File: src/inc/kvs_pkg.sv
package kvs_pkg;
   // ************************************************************
   // link timing
   // ************************************************************
   localparam int unsigned CLK_HZ       = 40000000;
   localparam int unsigned BAUD_DEFAULT = 115200;
   localparam int unsigned BAUD_MIN     = 9600;
   localparam int unsigned BAUD_MAX     = 921600;
   localparam int unsigned DIV_W        = 16;
   localparam logic [15:0] DIV_DEFAULT  = 16'(CLK_HZ / BAUD_DEFAULT);
   localparam int unsigned DATA_BITS    = 8;
   localparam int unsigned FIFO_DEPTH   = 4;
   // ************************************************************
   // reset values and handshake modes
   // ************************************************************
   localparam logic        FLOW_RESET   = 1'b0;
   localparam logic        IDLE_LEVEL   = 1'b1;
   typedef enum logic [1:0] {
      kvs_hs_none   = 2'h0,
      kvs_hs_drive  = 2'h1,
      kvs_hs_sample = 2'h2,
      kvs_hs_both   = 2'h3
   } kvs_hs_t;
endpackage

File: src/inc/kvs_link_if.sv
`timescale 1ns/1ps
interface kvs_link_if;
   logic dev_tx;
   logic dev_rx;
   logic dev_cts;
   logic dev_rts;
   logic link_en;
   modport dev (output dev_tx, input dev_rx, input dev_cts, output dev_rts, output link_en);
   modport ctl (input dev_tx, output dev_rx, output dev_cts, input dev_rts, input link_en);
endinterface

File: src/rtl/kvs_uart_core.sv
`timescale 1ns/1ps
module kvs_uart_core #(
   parameter int unsigned DEPTH = kvs_pkg::FIFO_DEPTH
) (
   input  wire logic              ref_clk_i,
   input  wire logic              arst_n_i,
   input  wire logic [15:0]       div_i,
   input  wire logic              tx_pause_i,
   input  wire logic              rx_line_i,
   input  wire logic              tx_valid_i,
   input  wire logic [7:0]        tx_data_i,
   output logic                   tx_ready_o,
   output logic                   tx_line_o,
   output logic                   tx_busy_o,
   output logic                   rx_valid_o,
   output logic [7:0]             rx_data_o
);
   // ************************************************************
   // shared serialiser / deserialiser for both ends
   // ************************************************************
   typedef enum logic [1:0] {kvs_idle, kvs_start, kvs_data, kvs_stop} kvs_st_t;
   kvs_st_t     tx_st;
   kvs_st_t     rx_st;
   logic [15:0] tx_cnt;
   logic [15:0] rx_cnt;
   logic [2:0]  tx_bit;
   logic [2:0]  rx_bit;
   logic [7:0]  tx_sh;
   logic [7:0]  rx_sh;
   logic        rx_s1;
   logic        rx_s2;
   wire         tx_tick  = (tx_cnt == 16'h0000);
   wire         rx_tick  = (rx_cnt == 16'h0000);
   wire [15:0]  div_m1   = div_i - 16'h0001;
   wire [15:0]  half_div = {1'b0, div_i[15:1]};
   wire         tx_take  = (tx_st == kvs_idle) && tx_valid_i && !tx_pause_i;
   assign tx_ready_o = (tx_st == kvs_idle) && !tx_pause_i;
   assign tx_busy_o  = (tx_st != kvs_idle);

   // ************************************************************
   // transmitter
   // ************************************************************
   always_ff @(posedge ref_clk_i or negedge arst_n_i) begin
      if (!arst_n_i) begin
         tx_st     <= kvs_idle;
         tx_cnt    <= 16'h0000;
         tx_bit    <= 3'h0;
         tx_sh     <= 8'h00;
         tx_line_o <= kvs_pkg::IDLE_LEVEL;
      end else begin
         tx_cnt <= tx_tick ? div_m1 : tx_cnt - 16'h0001;
         case (tx_st)
            kvs_idle: begin
               tx_line_o <= 1'b1;
               if (tx_take) begin
                  tx_sh     <= tx_data_i;
                  tx_cnt    <= div_m1;
                  tx_line_o <= 1'b0;
                  tx_st     <= kvs_start;
               end
            end
            kvs_start: if (tx_tick) begin
               tx_line_o <= tx_sh[0];
               tx_sh     <= {1'b0, tx_sh[7:1]};
               tx_bit    <= 3'h0;
               tx_st     <= kvs_data;
            end
            kvs_data: if (tx_tick) begin
               if (tx_bit == 3'h7) begin
                  tx_line_o <= 1'b1;
                  tx_st     <= kvs_stop;
               end else begin
                  tx_line_o <= tx_sh[0];
                  tx_sh     <= {1'b0, tx_sh[7:1]};
                  tx_bit    <= tx_bit + 3'h1;
               end
            end
            kvs_stop: if (tx_tick) tx_st <= kvs_idle;
            default: tx_st <= kvs_idle;
         endcase
      end
   end

   // ************************************************************
   // receiver, line sampled mid bit after two flops
   // ************************************************************
   always_ff @(posedge ref_clk_i or negedge arst_n_i) begin
      if (!arst_n_i) begin
         rx_s1      <= 1'b1;
         rx_s2      <= 1'b1;
         rx_st      <= kvs_idle;
         rx_cnt     <= 16'h0000;
         rx_bit     <= 3'h0;
         rx_sh      <= 8'h00;
         rx_valid_o <= 1'b0;
         rx_data_o  <= 8'h00;
      end else begin
         rx_s1      <= rx_line_i;
         rx_s2      <= rx_s1;
         rx_valid_o <= 1'b0;
         rx_cnt     <= rx_tick ? div_m1 : rx_cnt - 16'h0001;
         case (rx_st)
            kvs_idle: if (!rx_s2) begin
               rx_cnt <= half_div;
               rx_st  <= kvs_start;
            end
            kvs_start: if (rx_tick) begin
               rx_bit <= 3'h0;
               rx_st  <= rx_s2 ? kvs_idle : kvs_data; // glitch rejected
            end
            kvs_data: if (rx_tick) begin
               rx_sh <= {rx_s2, rx_sh[7:1]};
               rx_bit <= rx_bit + 3'h1;
               if (rx_bit == 3'h7) rx_st <= kvs_stop;
            end
            kvs_stop: if (rx_tick) begin
               // framing error: character dropped
               rx_valid_o <= rx_s2;
               rx_data_o  <= rx_sh;
               rx_st      <= kvs_idle;
            end
            default: rx_st <= kvs_idle;
         endcase
      end
   end
endmodule

File: src/rtl/kvs_dev_end.sv
`timescale 1ns/1ps
// device end: core plus small rx queue steering rts
module kvs_dev_end #(
   parameter int unsigned DEPTH = kvs_pkg::FIFO_DEPTH
) (
   input  wire logic              ref_clk_i,
   input  wire logic              arst_n_i,
   kvs_link_if.dev                link,
   input  wire logic              enable_i,
   input  wire logic              flow_en_i,
   input  wire logic [15:0]       div_i,
   input  wire logic              tx_valid_i,
   input  wire logic [7:0]        tx_data_i,
   output logic                   tx_ready_o,
   output logic                   rx_valid_o,
   output logic [7:0]             rx_data_o,
   input  wire logic              rx_ready_i
);
   // ************************************************************
   // pin sync and control flops
   // ************************************************************
   logic       cts_s1;
   logic       cts_s2;
   logic       en_q;
   logic       rts_q;
   logic [7:0] q_mem [DEPTH];
   logic [$clog2(DEPTH):0] q_cnt;
   logic [$clog2(DEPTH)-1:0] q_wr;
   logic [$clog2(DEPTH)-1:0] q_rd;
   logic       c_rdy;
   logic       c_txl;
   logic       c_rv;
   logic [7:0] c_rd;
   logic       c_busy;
   wire        pause   = !en_q || (flow_en_i && !cts_s2);
   wire        q_push  = c_rv && en_q && (q_cnt != ($clog2(DEPTH)+1)'(DEPTH));
   wire        q_pop   = rx_valid_o && rx_ready_i;
   // keep room for one more character after rts drops
   wire        room    = (q_cnt < ($clog2(DEPTH)+1)'(DEPTH - 1));

   kvs_uart_core #(.DEPTH(DEPTH)) u_core (
      .ref_clk_i  (ref_clk_i),
      .arst_n_i   (arst_n_i),
      .div_i      (div_i),
      .tx_pause_i (pause),
      .rx_line_i  (link.dev_rx),
      .tx_valid_i (tx_valid_i),
      .tx_data_i  (tx_data_i),
      .tx_ready_o (c_rdy),
      .tx_line_o  (c_txl),
      .tx_busy_o  (c_busy),
      .rx_valid_o (c_rv),
      .rx_data_o  (c_rd)
   );
   assign tx_ready_o   = c_rdy;
   assign link.dev_tx  = c_txl;
   assign link.dev_rts = rts_q;
   assign link.link_en = en_q;
   assign rx_valid_o   = (q_cnt != '0);
   assign rx_data_o    = q_mem[q_rd];

   always_ff @(posedge ref_clk_i or negedge arst_n_i) begin
      if (!arst_n_i) begin
         cts_s1 <= 1'b0;
         cts_s2 <= 1'b0;
         en_q   <= 1'b0;
         rts_q  <= 1'b0;
         q_cnt  <= '0;
         q_wr   <= '0;
         q_rd   <= '0;
      end else begin
         cts_s1 <= link.dev_cts;
         cts_s2 <= cts_s1;
         en_q   <= enable_i;
         rts_q  <= room && en_q;
         if (q_push) begin
            q_mem[q_wr] <= c_rd;
            q_wr <= q_wr + 1'b1;
         end
         if (q_pop) q_rd <= q_rd + 1'b1;
         q_cnt <= q_cnt + (q_push ? 1'b1 : 1'b0) - (q_pop ? 1'b1 : 1'b0);
      end
   end
endmodule

File: src/flat_wrapper.sv
// flat-port wrapper written by rule: the top's interface ports become plain ports
module kvs_dev_end_flat 
#(
   parameter int unsigned DEPTH = kvs_pkg::FIFO_DEPTH
)
  (ref_clk_i, arst_n_i, enable_i, flow_en_i, div_i, tx_valid_i, tx_data_i, tx_ready_o, rx_valid_o, rx_data_o, rx_ready_i, link_dev_tx, link_dev_rx, link_dev_cts, link_dev_rts, link_link_en);
  kvs_link_if link_i ();
  input  wire logic ref_clk_i;
  input  wire logic arst_n_i;
  input  wire logic enable_i;
  input  wire logic flow_en_i;
  input  wire logic [15:0] div_i;
  input  wire logic tx_valid_i;
  input  wire logic [7:0] tx_data_i;
  output logic tx_ready_o;
  output logic rx_valid_o;
  output logic [7:0] rx_data_o;
  input  wire logic rx_ready_i;
  output wire logic [$bits(link_i.dev_tx)-1:0] link_dev_tx;
  input wire logic [$bits(link_i.dev_rx)-1:0] link_dev_rx;
  input wire logic [$bits(link_i.dev_cts)-1:0] link_dev_cts;
  output wire logic [$bits(link_i.dev_rts)-1:0] link_dev_rts;
  output wire logic [$bits(link_i.link_en)-1:0] link_link_en;
  assign link_dev_tx = link_i.dev_tx;
  assign link_i.dev_rx = link_dev_rx;
  assign link_i.dev_cts = link_dev_cts;
  assign link_dev_rts = link_i.dev_rts;
  assign link_link_en = link_i.link_en;
  kvs_dev_end #(.DEPTH(DEPTH)) u_core (.ref_clk_i(ref_clk_i), .arst_n_i(arst_n_i), .link(link_i), .enable_i(enable_i), .flow_en_i(flow_en_i), .div_i(div_i), .tx_valid_i(tx_valid_i), .tx_data_i(tx_data_i), .tx_ready_o(tx_ready_o), .rx_valid_o(rx_valid_o), .rx_data_o(rx_data_o), .rx_ready_i(rx_ready_i));
endmodule
File: config.mk
export PLATFORM = sky130hd
export DESIGN_NAME = kvs_dev_end_flat
export DESIGN_NICKNAME = d
export VERILOG_FILES = /design/src/inc/kvs_pkg.sv /design/src/inc/kvs_link_if.sv /design/src/rtl/kvs_uart_core.sv /design/src/rtl/kvs_dev_end.sv /design/src/flat_wrapper.sv
export SDC_FILE = /design/constraint.sdc
export NUM_CORES = 1
export LEC_CHECK = 0
export BUFFER_PORTS_ARGS = -buffer_cell sky130_fd_sc_hd__buf_2
export CAP_MARGIN = 10
export CORE_AREA = 2 2 77 134
export CTS_BUF_LIST = sky130_fd_sc_hd__clkbuf_4 sky130_fd_sc_hd__clkbuf_8
export CTS_CLUSTER_DIAMETER = 40
export DETAILED_ROUTE_END_ITERATION = 10
export DIE_AREA = 0 0 79 136
export PLACE_DENSITY_LB_ADDON = 0.08
export SLEW_MARGIN = 10
export SYNTH_ARGS = -nofsm -noshare
export SYNTH_HDL_FRONTEND = slang
export SYNTH_SLANG_ARGS = --single-unit
File: constraint.sdc
create_clock -name ref_clk_i -period 5.1 [get_ports ref_clk_i]
set_input_delay 1.02 -clock ref_clk_i [delete_from_list [all_inputs] [get_ports ref_clk_i]]
set_output_delay 1.02 -clock ref_clk_i [all_outputs]
set_load 0.02 [all_outputs]
# [Word level (Yosys, flattened, before mapping)]
# Memory sizes are Yosys's and may differ from the RTL's.
# Index checks and enable logic that the tools add are counted.
[op_classes] n_reduce_logical=29 addsub=9 eq_ne=20 magnitude_cmp=1 n_mux=42
[ops] op="16-bit two-way mux" n=6
[ops] op="16-bit by 1-bit subtractor with 16-bit output (second input constant)" n=3
[ops] op="16-bit logical NOT" n=2
[ops] op="8-bit two-way mux" n=4
[ops] op="8-bit case mux with 3 select lines" n=1
[ops] op="2-bit two-way mux" n=11
[ops] op="2-bit != test (second input constant)" n=11
[ops] op="2-bit case mux with 4 select lines" n=2
[ops] op="3-bit two-way mux" n=5
[ops] op="5-bit AND reduction" n=3
[ops] op="3-bit case mux with 2 select lines" n=2
[ops] op="1-bit two-way mux" n=10
[ops] op="1-bit logical AND" n=9
[ops] op="2-bit equality test (second input constant)" n=4
[ops] op="3-bit by 1-bit adder with 3-bit output (second input constant)" n=2
[ops] op="3-bit equality test (second input constant)" n=2
[ops] op="3-bit AND reduction" n=2
[ops] op="3-bit nonzero test" n=2
[ops] op="2-bit by 1-bit adder with 2-bit output (second input constant)" n=2
[ops] op="2-bit by 1-bit equality test with 1-bit output (second input constant)" n=2
[ops] op="2-bit logical NOT" n=2
[ops] op="2-bit AND reduction" n=2
[ops] op="4-bit AND reduction" n=1
[ops] op="2-bit nonzero test" n=2
[ops] op="other kinds (7)" n=9
[word_totals] regBits=81 out_inout_bits=13 word_cells=122 ramBits=32 n_memories=1
[mem_list] memory="u_core.q_mem" depth=4 width=8 rd=1 rd_clocked_by_memory_dff=0 wr=1 line="kvs_dev_end.sv:26" rtl="logic [7:0] q_mem [DEPTH];"

# [Depth between registers and ports, before layout]
[logic_depth] ltp_word=7 mapped_depth=9

# [By module]
# From an unflattened synthesis, not the netlist that was laid out.
[hier_totals] cells_unflattened=469 area_unflattened_um2=5694.2
[modules_own_cells] module="kvs_uart_core" area_per_inst_um2=3991.3 cells_per_inst=384 instances=1
[modules_own_cells] module="kvs_dev_end" area_per_inst_um2=1702.9 cells_per_inst=85 instances=1

# [Least setup slack after synthesis]
# No wires, ideal clock.
[synth_timing] path_kind="input to register" startpoint="input div_i[4]" endpoint="register u_core.u_core.rx_cnt[11]" stages=5 setup_ps=94 path_slack_ps=2537 required_time_ps=5006 t_arrival_ps=2469 cell_sequence="nor4_1 > nand3_1 > or3_1 > xor2_1 > a211oi_1"
[synth_via] elab_chain_len=4
[synth_rtl] element="start: declaration" line="flat_wrapper.sv:12" rtl="input wire logic [15:0] div_i;"
[synth_rtl] element="16-bit by 1-bit subtractor with 16-bit output *" line="kvs_uart_core.sv:34" rtl="wire [15:0] div_m1 = div_i - 16'h0001;"
[synth_rtl] element="16-bit two-way mux *" line="kvs_uart_core.sv:101" rtl="rx_cnt <= rx_tick ? div_m1 : rx_cnt - 16'h0001;"
[synth_rtl] element="16-bit two-way mux" line="kvs_uart_core.sv:103" rtl="kvs_idle: if (!rx_s2) begin"
[synth_rtl] element="16-bit two-way mux *" line="kvs_uart_core.sv:102" rtl="case (rx_st)"
[synth_rtl] element="end signal: assignment" line="kvs_uart_core.sv:101"
[synth_rtl] element="end signal: assignment" line="kvs_uart_core.sv:104" rtl="rx_cnt <= half_div;"
[synth_rtl] element="end: declaration" line="kvs_uart_core.sv:25" rtl="logic [15:0] rx_cnt;"
# Every way passes the cells marked *; elsewhere a longest branch is shown, timed or not.
# A chain may end at the register's enable or synchronous reset.

# [Worst setup path in the final report]
[layout_timing] startpoint="register u_core.u_core.rx_cnt[3]" endpoint="register u_core.u_core.rx_data_o[3]"
[layout_via] elab_chain_len=2
[layout_rtl] element="16-bit logical NOT" line="kvs_uart_core.sv:33" rtl="wire rx_tick = (rx_cnt == 16'h0000);"
[layout_rtl] element="2-bit AND reduction (no source line)"
[layout_rtl] element="end signal: assignment" line="kvs_uart_core.sv:119" rtl="rx_data_o <= rx_sh;"
[layout_rtl] element="end: declaration" line="kvs_uart_core.sv:16" rtl="output logic [7:0] rx_data_o"
# No other way between the ends.

==> flow_metrics.tcl <==
set metrics [dict create \
    setup.worst_path.start_class "flop" \
    postSynthRegisterBits 113 \
    reg2reg_slack_ns 1.91 \
    placed_cells 620 \
    tritoncts_buffers 17 \
    worstPathBufferInverterCount 1 \
    startpoint "u_core.u_core.rx_cnt[3]" \
    ratio_of_cells_with_drive_above_1_in_the_final_layout_pct 26.0 \
    synth_flop_cell "dfrtp_1" \
    floorplan.core_area_um2 9730 \
    antenna_found_initial 0 \
    critical_path.top_delay_family "simple AND/OR/NAND/NOR gates" \
    cp.arrival_ns 3.50 \
    syn2layout_area_growth_pct 13.5 \
    final.min_clock_period_ns 3.19 \
    clock_tree.buffer_depth 2 \
    finalWeightedCongestion 0.856 \
    grt_pass1_wl_um 18500 \
    path_cells "or4_1 -> nor4_2 -> buf_4 -> nand3_2 -> mux2_2" \
    crit_path_max_incr_delay_ns 0.98 \
    synthDominantAreaCellType "dfrtp_1" \
    power.combinational.fraction_pct 28.3 \
    hold_viol 0 \
    groute.usage.overall_pct 23.0 \
    critPathRequiredTime_ns 5.41 \
    grt_max_degree 53 \
    fin_nets 568 \
    net_count_synth 517 \
    layout_common_cells "dfrtp_1 (78), buf_2 (43), mux2_2 (38), nor2_1 (34), nand2_1 (33)" \
    cts-resized-gates 0 \
    via_count_of_the_first_global_routing_pass 3894 \
    dieWidth_um 79 \
    n_fill_cell 794 \
    p_int_mw 2.11 \
    final_min_period_over_clock_period_pct 62.5 \
    synth_cell_types 54 \
    path_max_fanout 12 \
    dieArea_um2 10700 \
    ys_seq_area_share_pct 53.1 \
    floorplan.initialDensity_pct 57.9 \
    r2r_start "u_core.u_core.rx_cnt[3]" \
    drt_pre_antenna_iters 4 \
    vdd_drop_max_mv 0.307 \
    grt.overflow.total 0 \
    min-delay-path-class "reg2reg" \
    synthesis.yosys.warnings 0 \
    design_power_total_mw 3.07 \
    tritoncts "done" \
    path_clk_slew_ns 0.07 \
    power.density_nw_per_um2 481 \
    maxCapViolCount 0 \
    ant_nets 0 \
    power.share.clock_pct 29.3 \
    relSlewSlack_pct 28.2 \
    setup_viol_count_final 0 \
    layout_commonest_cell "dfrtp_1" \
    cts_post_setup_buffers_inserted 0 \
    pwr-share-seq_pct 42.4 \
    synth_edf_count 32 \
    post-synth-top-area-fraction_pct 34.7 \
    worstMarginPinSlew_ns 1.07 \
    post_synth.cell_area_avg_um2 12.2 \
    net_sw_power_mw 0.966 \
    clock_tree.htree_level_count 4 \
    finalClockSkew_ns 0.0133 \
    wirelength_um 11100 \
    async_flop_share_pct 71.7 \
    avgViaCountPerCell 5.71 \
    hold_end "u_core.cts_s2" \
    maxSlewViolCount 0 \
    clock_sinks 113 \
    hold_depth 0 \
    setup.worst_path.end_class "flop" \
    ioPinCount 45 \
    fin_tns_setup_ns 0 \
    count_of_standard_cell_rows 48 \
    worst_skew_pair.late_latency_ns 0.43 \
    max_freq_mhz 314 \
    hold_buffers 0 \
    netlist_top_cells_area "dfrtp_1 (35%), edfxtp_1 (17%), mux2_2 (7.6%), ha_1 (4.7%), xnor2_1 (3.4%)" \
    syn_inst 463 \
    timing.rr.end "u_core.u_core.rx_data_o[3]" \
    dieHeight_um 136 \
    via_count 3721 \
    dp_hpwl_um 8330 \
    synthesis.area_um2 5630 \
    cpMaxStageDelayCell "nor4_2" \
    r2r_cells 5 \
    layout.cells.non_filler 652 \
    rsz0062_at_grt "false" \
    diode_count 0 \
    crit_type "reg2reg" \
    port_buffers 44 \
    drt_first_iter_violations 246 \
    switching_share_pct 31.4 \
    detail_route.wl_per_cell_um 17.1 \
    outcome "completed" \
    clock-root-buffer "clkbuf_8" \
    remaining_drc_errors 0 \
    p_leak_nw 2.79 \
    worst_min_delay_path_startpoint "u_core.cts_s1" \
]
[state kept, by name, summed over array words and instances (netlist names), 2 cells and up, named ones only]
| name | count |
|---|---|
| u_core.u_core.tx_bit | 3 |
| u_core.u_core.tx_sh | 8 |
| u_core.u_core.rx_sh | 8 |
| u_core.q_mem | 32 |
| u_core.u_core.tx_st | 2 |
| u_core.u_core.rx_data_o | 8 |
| u_core.u_core.rx_cnt | 16 |
| u_core.u_core.rx_bit | 3 |
| u_core.q_cnt | 3 |
| u_core.q_wr | 2 |
| u_core.q_rd | 2 |
| u_core.u_core.tx_cnt | 16 |
[power groups by stage]
stage | registers (mW) | clock network [mW] | logic, mW
CTS | 1.30 | 0.911 | 0.879
finish | 1.30 | 0.900 | 0.870
floorplan | 1.25 | 0 | 0.722
global route | 1.33 | 0.953 | 0.967
detailed placement | 1.32 | 0 | 0.873
global placement | 1.31 | 0 | 0.840
[cell families after synthesis]
family          Yosys count  share of synthesized area (%)
compound gates           51                           6.53
xor+xnor                 40                           6.22
fa+ha+maj                22                           5.02
buf+inv                  33                           2.42
flops                   113                           53.1
mux                      63                           13.8
simple gates            141                           12.9
[routing by layer]
layer	GRT usage [%]	vias up	part of all wire, %
li1	-	1774	-
met1	23.5	1848	37
met2	42.9	74	57
met3	4.65	25	2.5
met4	11.9	0	3.2
met5	0	-	0
[worst max path at each step]
stage,end,cells past startpoint,slack (ns)
final,u_core.u_core.rx_data_o[3],5,1.91
after global routing,u_core.u_core.rx_sh[6],5,1.72
after floorplan,u_core.u_core.rx_cnt[11],5,2.54
after detailed placement,u_core.u_core.rx_sh[4],5,1.98
after CTS,u_core.u_core.rx_data_o[3],5,1.97
after global placement,u_core.u_core.rx_sh[1],5,2.07
[cell type report]
class / count / area [um2] / share of cell area (%)
flip-flops and latches: 113 / 2990 / 46.8
inverters: 18 / 67.6 / 1.06
multi-input cells: 317 / 2510 / 39.2
repair buffers: 47 / 245 / 3.84
well taps: 125 / 156 / 2.45
clock buffers: 20 / 256 / 4.01
clock inverters: 12 / 166 / 2.60
[stage by stage]
| step | utilization [%] | cell area, um2 | worst slack (ns) | hold slack (ns) |
|---|---|---|---|---|
| global route | 65.7 | 6390 | 1.72 | 0.363 |
| finish | 65.7 | 6390 | 1.91 | 0.350 |
| floorplan | - | 5630 | 2.54 | 0.331 |
| detailed placement | 61.4 | 5970 | 1.98 | 0.337 |
| CTS | 65.7 | 6390 | 1.97 | 0.350 |
| global placement | 61.4 | 5970 | 2.07 | 0.333 |
[cell usage after synthesis (4+ instances only)]
cell type and number:
a211oi_1 6, a21oi_1 7, a22o_1 7, and3_1 7
buf_2 4, clkbuf_1 9, dfrtp_1 78, edfxtp_1 32
ha_1 21, inv_1 18, mux2_2 38, mux2i_1 17
mux4_2 8, nand2_1 33, nand3_1 7, nor2_1 34
nor3_1 18, nor4_1 8, o21ai_0 14, or3_1 9
xnor2_1 22, xor2_1 18
No activity file was read; power rests on OpenSTA's default activity.
